--- src/rtl/hhp_pkg.sv ---
package hhp_pkg;
	// ==========================================================
	// Link map
	localparam logic [7:0] A_CTRL    = 8'h00;
	localparam logic [7:0] A_STAT    = 8'h01;
	localparam logic [7:0] A_TYPE_LO = 8'h02;
	localparam logic [7:0] A_TYPE_HI = 8'h03;
	localparam logic [7:0] A_GPIO    = 8'h04;
	localparam logic [7:0] A_PDW0    = 8'h10;
	localparam logic [7:0] A_PDW1    = 8'h11;
	localparam logic [7:0] A_PDR0    = 8'h18;
	localparam logic [7:0] A_PDR1    = 8'h19;
	localparam logic [7:0] A_MSW0    = 8'h20;
	localparam logic [7:0] A_MSW1    = 8'h21;
	localparam logic [7:0] A_MSR0    = 8'h28;
	localparam logic [7:0] A_MSR1    = 8'h29;
	localparam int CB_PING = 7;
	localparam int CB_R    = 6;
	localparam int CB_M    = 5;
	localparam int CB_AUX  = 4;
	localparam int SB_PONG = 7;
	localparam int SB_M    = 6;
	localparam int SB_AUX  = 4;
	localparam int GB_LED  = 0;
	localparam logic [7:0] GPIO_RST = 8'h01;
	// Arbitrary neutral identity value.
	localparam logic [15:0] MODULE_TYPE = 16'h5c3a;
	// ==========================================================
	// Timing
	localparam int CLK_NS       = 40;
	localparam int PING_RESP_NS = 2000;
	localparam int PING_RESP_CYC = PING_RESP_NS / CLK_NS;
	localparam int ANS_TMO_NS   = 20000;
	localparam int ANS_TMO_CYC  = ANS_TMO_NS / CLK_NS;
	// ==========================================================
	// Host controller registers
	localparam logic [3:0] H_CTRL  = 4'h0;
	localparam logic [3:0] H_STAT  = 4'h1;
	localparam logic [3:0] H_EVT   = 4'h2;
	localparam logic [3:0] H_MASK  = 4'h3;
	localparam logic [3:0] H_PDT0  = 4'h4;
	localparam logic [3:0] H_PDT1  = 4'h5;
	localparam logic [3:0] H_PDR0  = 4'h6;
	localparam logic [3:0] H_PDR1  = 4'h7;
	localparam logic [3:0] H_REQ0  = 4'h8;
	localparam logic [3:0] H_REQ1  = 4'h9;
	localparam logic [3:0] H_ANS   = 4'ha;
	localparam int HC_GO   = 0;
	localparam int HC_ID   = 1;
	localparam int HC_SER  = 2;
	localparam int HC_FRAG = 3;
	localparam int HC_DROP = 4;
	localparam int EV_TEL  = 0;
	localparam int EV_REQ  = 1;
	localparam int EV_TMO  = 2;
	localparam logic [7:0] ANS_ERR = 8'hff;
endpackage : hhp_pkg

--- src/rtl/hhp_if.sv ---
`timescale 1ns/10ps
interface hhp_if;
	logic [7:0] addr;
	logic [7:0] wdata;
	logic       wr;
	logic       rd;
	logic [7:0] rdata;
	modport device (
		input  addr,
		input  wdata,
		input  wr,
		input  rd,
		output rdata
	);
	modport host (
		output addr,
		output wdata,
		output wr,
		output rd,
		input  rdata
	);
endinterface : hhp_if

--- src/rtl/hhp_host.sv ---
`timescale 1ns/10ps
module hhp_host (
	// Clock and reset
	input  wire logic       mclk_in,
	input  wire logic       rstn_in,
	// Link to device
	hhp_if.host             port_if,
	// Software register port
	input  wire logic [3:0] sw_addr_in,
	input  wire logic [7:0] sw_wdata_in,
	input  wire logic       sw_wr_in,
	input  wire logic       sw_rd_in,
	output logic      [7:0] sw_rdata_out,
	output logic            irq_out
);
	import hhp_pkg::*;

	typedef enum logic [7:0] {
		S_IDLE  = 8'b00000001,
		S_IDENT = 8'b00000010,
		S_WRITE = 8'b00000100,
		S_CTRL  = 8'b00001000,
		S_POLL  = 8'b00010000,
		S_READ  = 8'b00100000,
		S_DRAIN = 8'b01000000,
		S_DONE  = 8'b10000000
	} hhp_state_e;

	hhp_state_e state, next_state;
	logic [7:0]  rx [0:6];
	logic [7:0]  next_rx [0:6];
	logic [2:0]  idx, next_idx;
	logic        rd_pend, next_rd_pend;
	logic [2:0]  rd_tag, next_rd_tag;
	logic [2:0]  cur_tag, next_cur_tag;
	logic [7:0]  addr, next_addr;
	logic [7:0]  wdata, next_wdata;
	logic        wr, next_wr;
	logic        rd, next_rd;
	logic [4:0]  hctrl, next_hctrl;
	logic        is_id, next_is_id;
	logic        type_ok, next_type_ok;
	logic        tgl, next_tgl;
	logic        r_bit, next_r_bit;
	logic        sent_ans, next_sent_ans;
	logic        req_pend, next_req_pend;
	logic        ans_rdy, next_ans_rdy;
	logic [7:0]  ans_data, next_ans_data;
	logic [15:0] pd_tx, next_pd_tx;
	logic [2:0]  evt, next_evt;
	logic [2:0]  mask, next_mask;
	logic [9:0]  tmo, next_tmo;
	logic [7:0]  srd, next_srd;

	// Read tags: 0/1 type, 2 status, 3/4 process data, 5/6 message.
	function automatic logic [7:0] tag_addr(input logic [2:0] t);
		case (t)
			3'd0:    tag_addr = A_TYPE_LO;
			3'd1:    tag_addr = A_TYPE_HI;
			3'd2:    tag_addr = A_STAT;
			3'd3:    tag_addr = A_PDR0;
			3'd4:    tag_addr = A_PDR1;
			3'd5:    tag_addr = A_MSR0;
			default: tag_addr = A_MSR1;
		endcase
	endfunction : tag_addr

	// ==========================================================
	// Next state
	always_comb begin
		next_state = state;
		next_rx = rx;
		next_idx = idx;
		// Read data stand in the cycle after the strobe, so the capture trails each read by one cycle.
		next_rd_pend = rd;
		next_rd_tag = cur_tag;
		next_cur_tag = cur_tag;
		next_addr = addr;
		next_wdata = wdata;
		next_wr = 1'b0;
		next_rd = 1'b0;
		next_hctrl = hctrl;
		next_is_id = is_id;
		next_type_ok = type_ok;
		next_tgl = tgl;
		next_r_bit = r_bit;
		next_sent_ans = sent_ans;
		next_req_pend = req_pend;
		next_ans_rdy = ans_rdy;
		next_ans_data = ans_data;
		next_pd_tx = pd_tx;
		next_evt = evt;
		next_mask = mask;
		next_tmo = 10'd0;
		next_srd = 8'h00;

		if (rd_pend) begin
			next_rx[rd_tag] = port_if.rdata;
		end

		case (state)
			S_IDLE: begin
				if (sw_wr_in && sw_addr_in == H_CTRL && sw_wdata_in[HC_ID]) begin
					next_state = S_IDENT;
					next_is_id = 1'b1;
					next_idx = 3'd0;
				end else if (sw_wr_in && sw_addr_in == H_CTRL && sw_wdata_in[HC_GO]) begin
					next_state = S_WRITE;
					next_is_id = 1'b0;
					next_idx = 3'd0;
				end
			end
			S_IDENT: begin
				next_rd = 1'b1;
				next_cur_tag = idx;
				next_addr = tag_addr(idx);
				next_idx = idx + 3'd1;
				if (idx == 3'd1) begin
					next_state = S_DRAIN;
				end
			end
			S_WRITE: begin
				next_wr = 1'b1;
				case (idx)
					3'd0: begin
						next_addr = A_PDW0;
						next_wdata = pd_tx[7:0];
					end
					3'd1: begin
						next_addr = A_PDW1;
						next_wdata = pd_tx[15:8];
					end
					3'd2: begin
						next_addr = A_MSW0;
						next_wdata = rx[5];
					end
					default: begin
						next_addr = A_MSW1;
						next_wdata = ans_data;
						next_state = S_CTRL;
					end
				endcase
				next_idx = idx + 3'd1;
			end
			S_CTRL: begin
				next_wr = 1'b1;
				next_addr = A_CTRL;
				next_wdata = {~tgl, r_bit, ans_rdy, 5'h00};
				next_tgl = ~tgl;
				next_sent_ans = ans_rdy;
				next_state = S_POLL;
			end
			S_POLL: begin
				if (rd_pend && port_if.rdata[SB_PONG] == tgl) begin
					next_state = S_READ;
					next_idx = 3'd3;
				end else if (!rd_pend && !rd) begin
					next_rd = 1'b1;
					next_cur_tag = 3'd2;
					next_addr = A_STAT;
				end
			end
			S_READ: begin
				next_rd = 1'b1;
				next_cur_tag = idx;
				next_addr = tag_addr(idx);
				next_idx = idx + 3'd1;
				if (idx == 3'd6) begin
					next_state = S_DRAIN;
				end
			end
			S_DRAIN: next_state = S_DONE;
			S_DONE: begin
				next_state = S_IDLE;
				if (is_id) begin
					// The high byte answers in this very cycle, so it is taken before it is registered.
					next_type_ok = {next_rx[1], rx[0]} == MODULE_TYPE;
				end else begin
					next_evt[EV_TEL] = 1'b1;
					if (sent_ans) begin
						next_req_pend = 1'b0;
						next_ans_rdy = 1'b0;
					end
					// Capturing a message drops ready, which is legal while the message flag stands.
					if (rx[2][SB_M] && r_bit) begin
						next_req_pend = 1'b1;
						next_r_bit = 1'b0;
						next_evt[EV_REQ] = 1'b1;
					end else if (!rx[2][SB_M] && !(req_pend && !sent_ans)) begin
						next_r_bit = 1'b1;
					end
				end
			end
			default: next_state = S_IDLE;
		endcase

		// Every request is answered; silence from software turns into an error answer.
		if (req_pend && !ans_rdy) begin
			next_tmo = tmo + 10'd1;
			if (tmo == 10'(ANS_TMO_CYC - 1)) begin
				next_ans_rdy = 1'b1;
				next_ans_data = ANS_ERR;
				next_evt[EV_TMO] = 1'b1;
			end
		end

		if (sw_wr_in) begin
			case (sw_addr_in)
				H_CTRL: begin
					next_hctrl = sw_wdata_in[4:0];
					if (sw_wdata_in[HC_DROP] && state == S_IDLE) begin
						if (rx[2][SB_M]) begin
							next_r_bit = 1'b0;
						end else if (sw_wdata_in[HC_SER] && sw_wdata_in[HC_FRAG]) begin
							next_r_bit = 1'b0;
						end
					end
				end
				H_EVT:  next_evt = next_evt & ~sw_wdata_in[2:0];
				H_MASK: next_mask = sw_wdata_in[2:0];
				H_PDT0: next_pd_tx[7:0] = sw_wdata_in;
				H_PDT1: next_pd_tx[15:8] = sw_wdata_in;
				H_ANS: begin
					if (req_pend && !ans_rdy) begin
						next_ans_rdy = 1'b1;
						next_ans_data = sw_wdata_in;
					end
				end
				default: next_mask = next_mask;
			endcase
		end

		// Events raised in this cycle survive a clear written in the same cycle.
		if (state == S_DONE && !is_id) begin
			next_evt[EV_TEL] = 1'b1;
			next_evt[EV_REQ] = next_evt[EV_REQ] | (rx[2][SB_M] & r_bit);
		end
		if (req_pend && !ans_rdy && tmo == 10'(ANS_TMO_CYC - 1)) begin
			next_evt[EV_TMO] = 1'b1;
		end

		if (sw_rd_in) begin
			case (sw_addr_in)
				H_CTRL:  next_srd = {3'b000, hctrl};
				H_STAT:  next_srd = {3'b000, ans_rdy, r_bit, req_pend, type_ok, state != S_IDLE};
				H_EVT:   next_srd = {5'h00, evt};
				H_MASK:  next_srd = {5'h00, mask};
				H_PDT0:  next_srd = pd_tx[7:0];
				H_PDT1:  next_srd = pd_tx[15:8];
				H_PDR0:  next_srd = rx[3];
				H_PDR1:  next_srd = rx[4];
				H_REQ0:  next_srd = rx[5];
				H_REQ1:  next_srd = rx[6];
				H_ANS:   next_srd = ans_data;
				default: next_srd = 8'h00;
			endcase
		end
	end

	// ==========================================================
	// Registers
	always_ff @(posedge mclk_in) begin
		if (!rstn_in) begin
			state <= S_IDLE;
			for (int i = 0; i < 7; i++) begin
				rx[i] <= 8'h00;
			end
			idx <= 3'd0;
			rd_pend <= 1'b0;
			rd_tag <= 3'd0;
			cur_tag <= 3'd0;
			addr <= 8'h00;
			wdata <= 8'h00;
			wr <= 1'b0;
			rd <= 1'b0;
			hctrl <= 5'h00;
			is_id <= 1'b0;
			type_ok <= 1'b0;
			tgl <= 1'b0;
			r_bit <= 1'b0;
			sent_ans <= 1'b0;
			req_pend <= 1'b0;
			ans_rdy <= 1'b0;
			ans_data <= 8'h00;
			pd_tx <= 16'h0000;
			evt <= 3'b000;
			mask <= 3'b000;
			tmo <= 10'd0;
			srd <= 8'h00;
		end else begin
			state <= next_state;
			rx <= next_rx;
			idx <= next_idx;
			rd_pend <= next_rd_pend;
			rd_tag <= next_rd_tag;
			cur_tag <= next_cur_tag;
			addr <= next_addr;
			wdata <= next_wdata;
			wr <= next_wr;
			rd <= next_rd;
			hctrl <= next_hctrl;
			is_id <= next_is_id;
			type_ok <= next_type_ok;
			tgl <= next_tgl;
			r_bit <= next_r_bit;
			sent_ans <= next_sent_ans;
			req_pend <= next_req_pend;
			ans_rdy <= next_ans_rdy;
			ans_data <= next_ans_data;
			pd_tx <= next_pd_tx;
			evt <= next_evt;
			mask <= next_mask;
			tmo <= next_tmo;
			srd <= next_srd;
		end
	end

	assign port_if.addr = addr;
	assign port_if.wdata = wdata;
	assign port_if.wr = wr;
	assign port_if.rd = rd;
	assign sw_rdata_out = srd;
	assign irq_out = |(evt & mask);

endmodule : hhp_host

--- src/flat_wrapper.sv ---
// flat-port wrapper written by rule: the top's interface ports become plain ports
module hhp_host_flat import hhp_pkg::*;
  (mclk_in, rstn_in, sw_addr_in, sw_wdata_in, sw_wr_in, sw_rd_in, sw_rdata_out, irq_out, port_if_addr, port_if_wdata, port_if_wr, port_if_rd, port_if_rdata);
  hhp_if port_if_i ();
  input  wire logic mclk_in;
  input  wire logic rstn_in;
  input  wire logic [3:0] sw_addr_in;
  input  wire logic [7:0] sw_wdata_in;
  input  wire logic sw_wr_in;
  input  wire logic sw_rd_in;
  output logic      [7:0] sw_rdata_out;
  output logic irq_out;
  output wire logic [$bits(port_if_i.addr)-1:0] port_if_addr;
  output wire logic [$bits(port_if_i.wdata)-1:0] port_if_wdata;
  output wire logic [$bits(port_if_i.wr)-1:0] port_if_wr;
  output wire logic [$bits(port_if_i.rd)-1:0] port_if_rd;
  input wire logic [$bits(port_if_i.rdata)-1:0] port_if_rdata;
  assign port_if_addr = port_if_i.addr;
  assign port_if_wdata = port_if_i.wdata;
  assign port_if_wr = port_if_i.wr;
  assign port_if_rd = port_if_i.rd;
  assign port_if_i.rdata = port_if_rdata;
  hhp_host u_core (.mclk_in(mclk_in), .rstn_in(rstn_in), .port_if(port_if_i), .sw_addr_in(sw_addr_in), .sw_wdata_in(sw_wdata_in), .sw_wr_in(sw_wr_in), .sw_rd_in(sw_rd_in), .sw_rdata_out(sw_rdata_out), .irq_out(irq_out));
endmodule
--- config.mk ---
export PLATFORM = sky130hd
export DESIGN_NAME = hhp_host_flat
export DESIGN_NICKNAME = d
export VERILOG_FILES = /design/src/rtl/hhp_pkg.sv /design/src/rtl/hhp_if.sv /design/src/rtl/hhp_host.sv /design/src/flat_wrapper.sv
export SDC_FILE = /design/constraint.sdc
export NUM_CORES = 1
export LEC_CHECK = 0
export ABC_CLOCK_PERIOD_IN_PS = 2700
export BUFFER_PORTS_ARGS = -buffer_cell sky130_fd_sc_hd__buf_2
export CORE_AREA = 5 5 159 115
export DETAILED_ROUTE_END_ITERATION = 10
export DIE_AREA = 0 0 164 120
export PLACE_DENSITY = 0.55
export SETUP_SLACK_MARGIN = 0.1
export SLEW_MARGIN = 20
export SYNTH_ARGS = -nofsm -noshare
export SYNTH_HDL_FRONTEND = slang
export SYNTH_SLANG_ARGS = --single-unit
--- constraint.sdc ---
create_clock -name mclk_in -period 2.7 [get_ports mclk_in]
set_input_delay 0.81 -clock mclk_in [delete_from_list [all_inputs] [get_ports mclk_in]]
set_output_delay 0.81 -clock mclk_in [all_outputs]
set_load 0.01 [all_outputs]
=== Word-level counts from Yosys, hierarchy flattened ===
Cells that the tools add are included.

* Register bits after elaboration: 152
* Input port bits: 24
* Word-level logic and storage cells: 190

* $add $sub $neg: 2
* $lt $le $gt $ge: 2
* Eq/ne operators: 35
* Mux-type cells: 65
* Bitwise operators: 8
* Reductions and logical operators: 47

{| class="wikitable"
|+ Operators with widths
! operator !! count
|-
| 8-bit 2-to-1 mux || 14
|-
| 8-bit one-hot mux with 11 select lines || 1
|-
| 56-bit bitwise mux || 1
|-
| 8-bit one-hot mux with 7 select lines || 1
|-
| 48-bit 2-to-1 mux || 1
|-
| 6-bit one-hot mux with 6 select lines || 1
|-
| 8-bit one-hot mux with 4 select lines || 1
|-
| 1-bit 2-to-1 mux || 28
|-
| 8-bit demux with 3-bit select || 1
|-
| 8-bit one-hot mux with 3 select lines || 1
|-
| 3-bit 2-to-1 mux || 7
|-
| 6-bit one-hot mux with 3 select lines || 1
|-
| 16-bit by 15-bit == test with 1-bit output (second input constant) || 1
|-
| 4-bit by 3-bit == test with 1-bit output (second input constant) || 4
|-
| 8-bit one-hot mux with 2 select lines || 1
|-
| 2-bit AND reduction || 8
|-
| 1-bit logical AND || 14
|-
| 4-bit == test (second input constant) || 3
|-
| 3-bit AND reduction || 4
|-
| 10-bit by 1-bit adder with 10-bit output (second input constant) || 1
|-
| 10-bit by 9-bit == test with 1-bit output (second input constant) || 1
|-
| 3-bit == test (second input constant) || 3
|-
| 3-bit one-hot mux with 3 select lines || 1
|-
| 3-bit OR reduction || 3
|-
| 37 further kinds || 57
|}

=== Logic depth before layout (Yosys ltp) ===
Gate-level depths: netlist of run 1.

* Depth in word-level cells: 13
* Mapped depth: 9
* Depth with buffers taken out: 7

=== Least setup slack after synthesis of run 1 ===
OpenSTA, ideal clock, no wires.

* Kind: input -> register
* From: input sw_addr_in[3]
* To: register with a tool-made name
* Library setup time: 0.136 ns
* Arrival time: 2.092 ns
* Path slack: 0.473 ns
* Cell stages on the path: 6
* Path buffers: 1
* Cell sequence: buf_2 nor2b_1 nand2_1 nor3_2 mux2i_1 a21oi_1

{| class="wikitable"
|+ RTL lines
! element !! RTL line !! text
|-
| start: declaration || flat_wrapper.sv:7 || <nowiki>input wire logic [3:0] sw_addr_in;</nowiki>
|}

=== Final worst setup path of run 1 ===
* From: register u_core.state[4]
* To: register u_core.state[2]

* Longest elaborated chain between the ends: 3

{| class="wikitable"
|+ Ends and longest elaborated chain
! element !! RTL line !! text
|-
| start: declaration || hhp_host.sv:29 || <nowiki>hhp_state_e state, next_state;</nowiki>
|-
| start signal: assignment || hhp_host.sv:291 || <nowiki>state <= next_state;</nowiki>
|-
| 8-bit by 1-bit == test with 1-bit output (tied with other cells) || hhp_host.sv:101 || <nowiki>case (state)</nowiki>
|-
| 3-bit by 1-bit inequality test with 1-bit output (no line) (tied with other cells) || -- ||
|-
| 5-bit AND reduction (no line) || -- ||
|}

Parallel ways exist; a longest one is shown, timed or not.
A chain may end at the register's enable or synchronous reset.

==> results of run 1 <==
[sequential cells by signal, indices dropped and copies added, names as in the netlist, 3 cells and up, named ones only]
| signal | count |
|---|---|
| u_core.pd_tx | 16 |
| u_core.rd_tag | 3 |
| u_core.port_if.wdata | 8 |
| u_core.port_if.addr | 5 |
| u_core.state | 8 |
| u_core.tmo | 10 |
| u_core.hctrl | 5 |
| u_core.rx | 49 |
| u_core.cur_tag | 3 |
| u_core.evt | 3 |
| u_core.idx | 3 |
| u_core.sw_rdata_out | 8 |
| u_core.mask | 3 |
[final timing paths]
check	start	end	slack, ns	depth (start not counted)
worst max register to register	u_core.state[4]	u_core.state[2]	0.41	5
worst min-delay path	u_core.cur_tag[1]	u_core.rd_tag[1]	0.44	2
worst max-delay path	u_core.state[4]	u_core.state[2]	0.41	5
worst min register to register	u_core.cur_tag[1]	u_core.rd_tag[1]	0.44	2
[metal layers]
layer	wire [um]	share of wire [%]	GRT usage [%]	up-vias
met2	8960	43	30.9	226
met3	1660	8.1	5.15	22
met4	262	1.3	5.50	2
met1	9700	47	30.7	2902
met5	13	0.063	0	-
li1	-	-	-	2902
[through the flow]
stage                     hold slack (ns)  setup WS [ns]
after floorplan                     0.416          0.473
after global placement              0.437          0.420
after detailed placement            0.435          0.371
after CTS                           0.445          0.464
after global routing                0.459          0.244
final                               0.443          0.411
[cell usage in the layout (no fill, tap or decap), types with 10 or more instances in the layout]
master       n
a21oi_1    100
a22oi_1     14
and2_1      10
buf_2       47
buf_4       26
clkbuf_16   17
dfxtp_1    142
inv_1       11
mux2i_1     26
nand2_1    145
nand2b_1    11
nand3_1     26
nor2_1      69
nor3_1      11
nor4_1      10
o21ai_0     15
[logic make-up (layout without fill, tap and decap cells)]
logic type	Yosys count	in the layout	synth area share (%)
AOI/OAI and AO/OA	199	199	19.7
buffers and inverters	64	118	4.08
xor gates and xnor gates	11	11	1.48
other	1	3	0.0577
DFF	142	142	43.7
and+or+nand+nor	333	333	24.6
adders and majority gates	6	6	1.15
muxes	33	33	5.21
[cell type report]
class	instances	area (um^2)	area share [%]
clock buffer	21	440	5.77
clock inverter	11	166	2.18
inverter	12	46.3	0.606
multi-input combinational	585	3400	44.6
sequential	142	2840	37.2
tap	231	289	3.78
timing repair buffer	74	450	5.90
[worst register-to-register path, cell delays in order, from the launching register on]
cell,delay [ns]
dfxtp_1,0.44
nor4_4,0.43
nand4b_1,0.48
or2_1,0.44
nand4_1,0.23
o22ai_1,0.13
[where the power goes]
group,internal (mW),switching [mW],leakage (nW)
clock network,1.54,0.905,0.299
logic,0.126,0.248,1.18
registers,2.12,0.0283,1.14
==> impl_metrics.py, run 1 <==
metrics = {
    "status": {
        "status": "finished clean",
    },
    "synthesis": {
        "yosysMostFrequentCell": "nand2_1",
        "synth_common_cells": "nand2_1, dfxtp_1, a21oi_1, nor2_1, clkbuf_1",
        "synth_cells": 789,
        "synth_area_leaders": "dfxtp_1, nand2_1, a21oi_1",
        "ys_seq_area_share_pct": 43.7,
        "synthArstFlopShare_pct": 0,
        "synth.distinct_cells": 70,
        "synth.top_cell.area_share_pct": 43.7,
        "syn_area_um2": 6500,
        "ys.flop_type": "dfxtp_1",
        "yosysTopAreaCell": "dfxtp_1",
        "synth-edff-count": 0,
        "syn_avg_cell_area_um2": 8.24,
        "ys_seq_elements": 142,
        "ys_warn_count": 0,
    },
    "final_layout": {
        "final_cell_area_um2": 7640,
        "fin_util_pct": 45.7,
        "nFillCells": 1682,
        "nets": 862,
        "syn_to_final_growth_pct": 17.4,
        "drive_gt1_share_pct": 14.7,
        "insertedDiodeCount": 0,
        "final_cells": 1076,
    },
    "timing": {
        "rsz0062_at_grt": "false",
        "fin_crit_sh_pct": 84.8,
        "fin_tns_setup_ns": 0,
        "worst_clock_skew_ns": 0.00551,
        "hold_viol": 0,
        "tightest_slew_ns": 0.878,
        "slew_headroom_pct": 41.0,
        "setup_viol": 0,
        "report.final.slew_viol_count": 0,
        "period_minus_slack_ns": 2.29,
        "fmaxAchievable_mhz": 437,
    },
    "routing": {
        "first_pass_iters": 5,
        "wire_per_inst_um": 19.1,
        "initialDrtViolationCount": 771,
        "vias_per_cell": 5.63,
        "routed_wirelength_um": 20600,
        "drc_errors": 0,
        "vias": 6054,
        "ant_nets": 0,
    },
    "setup_path": {
        "required_ns": 2.99,
        "crit_path_max_incr_delay_ns": 0.48,
        "cp_slowest_cell": "nand4b_1",
        "critPathLaunchType": "register",
        "critical_path_class": "reg -> reg",
        "path_max_fanout": 11,
        "cp_top_family": "simple AND/OR/NAND/NOR gates",
        "cp_cell_sequence": "nor4_4 -> nand4b_1 -> or2_1 -> nand4_1 -> o22ai_1",
        "cp_num_buf_inv": 0,
        "endpoint_kind": "register",
        "crit_arrival_ns": 2.58,
    },
    "placement": {
        "io_buffers": 47,
        "dp_hpwl_um": 15100,
        "place_congestion": 0.916,
        "placed_area_um2": 7030,
        "place_inst": 1044,
    },
    "global_route": {
        "grt_pass1_vias": 5697,
        "grt_max_degree": 78,
        "overflow": 0,
        "antenna_found_initial": 1,
        "grt_usage_pct": 21.0,
        "grt_pass1_wl_um": 32000,
    },
    "cts": {
        "cts.sinks": 142,
        "cts_buffers": 17,
        "htreeDepth": 4,
        "post-cts-setup-buffers": 0,
        "clockRootBuffer": "clkbuf_16",
        "cts_buffer_depth": 2,
        "path_clk_slew_ns": 0.06,
        "cts_resized": 0,
        "cts_tree": "yes",
        "clk_latency_ns": 0.42,
        "hold_buffers": 0,
    },
    "min_path": {
        "hp-class": "reg -> reg",
    },
    "pwr": {
        "power_mw": 4.97,
        "p_per_area_nw_per_um2": 650,
        "ir_drop_mv": 0.380,
        "p_leak_nw": 2.63,
    },
    "die": {
        "die-area_um2": 19700,
        "chipHeight_um": 120,
        "start_util_pct": 38.9,
        "ios": 51,
        "fp.coreArea_um2": 16700,
        "fp-row-count": 40,
        "die_width_um": 164,
    },
    "flow_run": {
        "drv_cap": 0,
    },
}
Power figures use the tool's default switching activity.
==> run 2: changes to the inputs <==
ABC_CLOCK_PERIOD_IN_PS = 2000   (was 2700)
PLACE_DENSITY = 0.57   (was 0.55)
clock period = 2 ns   (was 2.7 ns; I/O delays follow)
==> impl_metrics.py, run 2 (synthesis results as in run 1) <==
metrics = {
    "status": {
        "status": "finished clean",
    },
    "pwr": {
        "p_per_area_nw_per_um2": 826,
        "combPwrFrac_pct": 9.2,
        "intPower_mw": 5.08,
        "seq_power_share_pct": 43.0,
        "clockPowerShare_pct": 47.8,
        "swShare_pct": 24.2,
        "p_switching_mw": 1.63,
        "p_leak_nw": 2.87,
        "ir_drop_mv": 0.485,
    },
    "setup_path": {
        "critPathLaunchType": "register",
        "crit_top_cell": "nor2_1",
        "cp_slowest_cell": "a222oi_1",
        "reg2reg_to": "u_core.port_if.wdata[4]",
        "path_max_fanout": 8,
        "crit_arrival_ns": 2.22,
        "endpoint_kind": "register",
        "rr_worst_depth": 9,
        "regToRegStartpoint": "u_core.idx[1]",
        "crit_path_max_incr_delay_ns": 0.42,
        "critical_path_class": "reg -> reg",
        "rrSetupSlack_ns": 0.08,
        "cp_cell_sequence": "inv_1 -> ha_2 -> buf_6 -> a222oi_1 -> buf_4 -> nor2_1 -> a21oi_2 -> a2bb2oi_1 -> nor2_1",
        "required_ns": 2.30,
    },
    "cts": {
        "clk_latency_ns": 0.43,
        "cts_buffer_depth": 2,
        "cts_tree": "yes",
        "htreeDepth": 4,
        "cts_buffers": 17,
        "path_clk_slew_ns": 0.06,
        "cts.sinks": 142,
        "clockRootBuffer": "clkbuf_16",
    },
    "die": {
        "start_util_pct": 38.9,
        "ios": 51,
        "fp.coreArea_um2": 16700,
        "fp-row-count": 40,
        "die-area_um2": 19700,
        "chipHeight_um": 120,
        "die_width_um": 164,
    },
    "global_route": {
        "overflow": 0,
        "grt_usage_pct": 21.1,
        "antenna_found_initial": 0,
        "grt_max_degree": 95,
        "grt_pass1_wl_um": 32000,
        "grt_pass1_vias": 5598,
    },
    "timing": {
        "report.final.slew_viol_count": 0,
        "fin_tns_setup_ns": 0,
        "whs_ns": 0.451,
        "slew_headroom_pct": 63.4,
        "setup_slack_ns": 0.0829,
        "setup_viol": 0,
        "period_minus_slack_ns": 1.92,
        "rsz0062_at_grt": "true",
        "tightest_slew_ns": 0.547,
        "hold_viol": 0,
        "worst_clock_skew_ns": 0.00951,
        "fmaxAchievable_mhz": 522,
        "fin_crit_sh_pct": 95.9,
    },
    "final_layout": {
        "drive_gt1_share_pct": 22.2,
        "layout_common_cells": "nand2_1, dfxtp_1, a21oi_1",
        "ff_latch_area_um2": 2860,
        "nets": 909,
        "multi_input_area_um2": 3520,
        "largestRegisters": "u_core.rx: 49 flops, u_core.pd_tx: 16 flops, u_core.tmo: 10 flops",
        "largest_reg_flops": 49,
        "nFillCells": 1670,
        "fin_util_pct": 48.6,
        "final_common_cell": "nand2_1",
        "top_register": "u_core.rx",
        "syn_to_final_growth_pct": 24.9,
        "insertedDiodeCount": 0,
    },
    "routing": {
        "vias_per_cell": 5.40,
        "initialDrtViolationCount": 626,
        "routed_wirelength_um": 20600,
        "drc_errors": 0,
        "ant_nets": 0,
        "first_pass_iters": 6,
        "vias": 6061,
        "wire_per_inst_um": 18.3,
    },
    "flow_run": {
        "drv_cap": 0,
    },
    "min_path": {
        "min_path_cells": 2,
        "hp-class": "reg -> reg",
        "min_from": "u_core.rx[46]",
        "hold_end": "u_core.rx[46]",
    },
    "placement": {
        "place_congestion": 0.915,
        "dp_hpwl_um": 14800,
        "place_ws_ns": -0.0343,
        "io_buffers": 47,
    },
}
## run 2: cell count changes in the layout (fill, tap and decap cells not counted), sizes merged
cell	before	now
clkinv	8	7
clkbuf	21	20
bufinv	4	3
clkinvlp	0	2
buf	74	121
## run 2: worst max-delay path by stage
stage	start	slack, ns	depth (start not counted)	to
floorplan	sw_addr_in[3]	0.08	6	u_core.idx[0]
CTS	u_core.idx[0]	0.08	9	u_core.port_if.wdata[4]
global route	u_core.idx[1]	0.04	9	u_core.port_if.wdata[4]
detailed placement	sw_addr_in[3]	-0.03	6	u_core.idx[1]
finish	u_core.idx[1]	0.08	9	u_core.port_if.wdata[4]
global placement	u_core.idx[1]	-0.03	8	u_core.port_if.wdata[4]
## run 2: per-layer routing
metal | track usage [%] | vias up | wire (um)
li1 | - | 2989 | -
met1 | 32.1 | 2854 | 10300
met2 | 28.8 | 207 | 8420
met3 | 6.63 | 11 | 1690
met4 | 4.77 | 0 | 140
met5 | 0 | - | 0
## run 2: worst max-delay path: cells and delay by family (launching register included)
kind	cells	cell delay [ns]
and+or+nand+nor	2	0.09
buffers and inverters	3	0.44
AOI/OAI and AO/OA	3	0.70
DFF	1	0.37
adders and majority gates	1	0.20
## run 2: layout make-up
cell class              instances  share of cell area, %
inverters                      12                  0.570
clock buffers                  20                   5.50
multi-input cells             585                   43.4
well taps                     231                   3.56
clock inverters                11                   1.76
repair buffers                121                   10.1
flip-flops and latches        142                   35.2
## run 2: per-stage QoR
step,power (mW),area [um^2],instances
floorplan,3.29,6560,791
global placement,3.53,7360,1084
detailed placement,3.52,7360,1084
CTS,6.74,8010,1121
global route,6.93,8120,1122
finish,6.71,8120,1122
## run 2: timing repair
| item | 4_1_cts | 5_1_grt |
|---|---|---|
| pin swaps | 7 | 11 |
| endpoints found under the setup margin | 6 | 23 |
| hold buffers | 0 | 0 |
| resized for setup | 8 | 22 |
| setup buffers | 6 | 1 |
## run 2: power by group through the flow
stage	logic (mW)	registers (mW)	clock network, mW
floorplan	0.356	2.94	0
CTS	0.598	2.88	3.26
global placement	0.583	2.94	0
global route	0.662	2.89	3.38
finish	0.619	2.89	3.21
detailed placement	0.580	2.94	0
==> run 3: changes to the inputs <==
CTS_BUF_LIST = sky130_fd_sc_hd__clkbuf_4 sky130_fd_sc_hd__clkbuf_8 sky130_fd_sc_hd__clkbuf_16   (was default)
==> impl_metrics.py, run 3 (synthesis results as in run 1) <==
metrics = {
    "status": {
        "status": "finished clean",
    },
    "timing": {
        "fin_crit_sh_pct": 95.7,
        "period_minus_slack_ns": 1.91,
        "tightest_slew_ns": 0.564,
        "setup_slack_ns": 0.0864,
        "hold_viol": 0,
        "report.final.slew_viol_count": 0,
        "whs_ns": 0.451,
        "slew_headroom_pct": 62.2,
        "worst_clock_skew_ns": 0.00869,
        "fin_tns_setup_ns": 0,
        "setup_viol": 0,
        "fmaxAchievable_mhz": 523,
        "rsz0062_at_grt": "true",
    },
    "pwr": {
        "p_per_area_nw_per_um2": 831,
        "power_mw": 6.73,
        "ir_drop_mv": 0.489,
        "p_leak_nw": 2.88,
    },
    "die": {
        "die-area_um2": 19700,
        "chipHeight_um": 120,
        "ios": 51,
        "fp-row-count": 40,
        "fp.coreArea_um2": 16700,
        "die_width_um": 164,
        "start_util_pct": 38.9,
    },
    "final_layout": {
        "largestRegisters": "u_core.rx: 49 flops, u_core.pd_tx: 16 flops, u_core.tmo: 10 flops",
        "final_common_cell": "nand2_1",
        "final_cell_area_um2": 8100,
        "nets": 908,
        "drive_gt1_share_pct": 22.1,
        "top_register": "u_core.rx",
        "syn_to_final_growth_pct": 24.6,
        "largest_reg_flops": 49,
        "final_cells": 1121,
        "insertedDiodeCount": 0,
        "fin_util_pct": 48.5,
        "layout_common_cells": "nand2_1, dfxtp_1, a21oi_1",
        "nFillCells": 1674,
    },
    "cts": {
        "path_clk_slew_ns": 0.06,
        "clk_latency_ns": 0.43,
        "htreeDepth": 4,
        "cts_tree": "yes",
        "cts_buffer_depth": 2,
        "cts_buffers": 17,
        "hold_buffers": 0,
        "clockRootBuffer": "clkbuf_16",
        "cts.sinks": 142,
    },
    "setup_path": {
        "crit_top_cell": "nor2_1",
        "critical_path_class": "reg -> reg",
        "endpoint_kind": "register",
        "critPathLaunchType": "register",
        "cp_cell_sequence": "inv_1 -> ha_2 -> buf_6 -> a222oi_1 -> buf_4 -> nor2_1 -> a21oi_2 -> a2bb2oi_1 -> nor2_1",
        "cp_slowest_cell": "a222oi_1",
        "required_ns": 2.30,
        "rr_worst_depth": 9,
        "path_max_fanout": 8,
        "crit_arrival_ns": 2.22,
        "crit_path_max_incr_delay_ns": 0.41,
    },
    "global_route": {
        "grt_pass1_vias": 5597,
        "overflow": 0,
        "grt_pass1_wl_um": 31900,
        "grt_max_degree": 95,
        "antenna_found_initial": 0,
        "grt_usage_pct": 21.1,
    },
    "routing": {
        "routed_wirelength_um": 20500,
        "initialDrtViolationCount": 611,
        "vias_per_cell": 5.40,
        "vias": 6057,
        "ant_nets": 0,
        "drc_errors": 0,
        "wire_per_inst_um": 18.3,
        "first_pass_iters": 9,
    },
    "min_path": {
        "min_path_cells": 2,
        "hp-class": "reg -> reg",
    },
    "placement": {
        "place_congestion": 0.915,
        "place_inst": 1084,
        "placed_area_um2": 7360,
        "io_buffers": 47,
        "dp_hpwl_um": 14800,
        "place_ws_ns": -0.0343,
    },
    "flow_run": {
        "drv_cap": 0,
    },
}
## run 3: routing by layer
| layer | track usage [%] | wire, um | up-vias |
|---|---|---|---|
| met5 | 0 | 0 | - |
| met4 | 4.92 | 150 | 0 |
| met3 | 6.63 | 1730 | 13 |
| met2 | 28.8 | 8370 | 207 |
| met1 | 32.0 | 10300 | 2840 |
| li1 | - | - | 2997 |
## run 3: layout make-up
cell class	count	area [um^2]	area share [%]
Clock buffer	20	454	5.60
Clock inverter	11	143	1.76
Inverter	12	46.3	0.571
Multi-Input combinational cell	585	3500	43.2
Sequential cell	142	2860	35.3
Tap cell	231	289	3.57
Timing Repair Buffer	120	812	10.0
## run 3: power by group
part	internal, mW	total [mW]	switching [mW]
combinational	0.247	0.616	0.369
sequential	2.86	2.89	0.0275
clock	2.01	3.23	1.22
total	5.11	6.73	1.62
## run 3: path summary, 6_finish.rpt
| kind | start | end | slack (ns) |
|---|---|---|---|
| worst min-delay path | u_core.rx[46] | u_core.rx[46] | 0.45 |
| worst max register to register | u_core.idx[1] | u_core.port_if.wdata[4] | 0.09 |
| worst max-delay path | u_core.idx[1] | u_core.port_if.wdata[4] | 0.09 |
| worst min register to register | u_core.rx[46] | u_core.rx[46] | 0.45 |
## run 3: timing repair
| item | in CTS | in global routing |
|---|---|---|
| endpoints found under the setup margin | 6 | 23 |
| pin swaps | 7 | 11 |
| buffers inserted | 6 | 0 |
| gates resized for setup | 8 | 20 |
## run 3: worst max-delay path: cells and delay by family, from the launching register on
kind	cells	cell delay, ns
buffers and inverters	3	0.45
flip-flops	1	0.37
adder cells (fa/ha/maj)	1	0.21
AND/OR/NAND/NOR	2	0.09
AO/OA/AOI/OAI	3	0.69
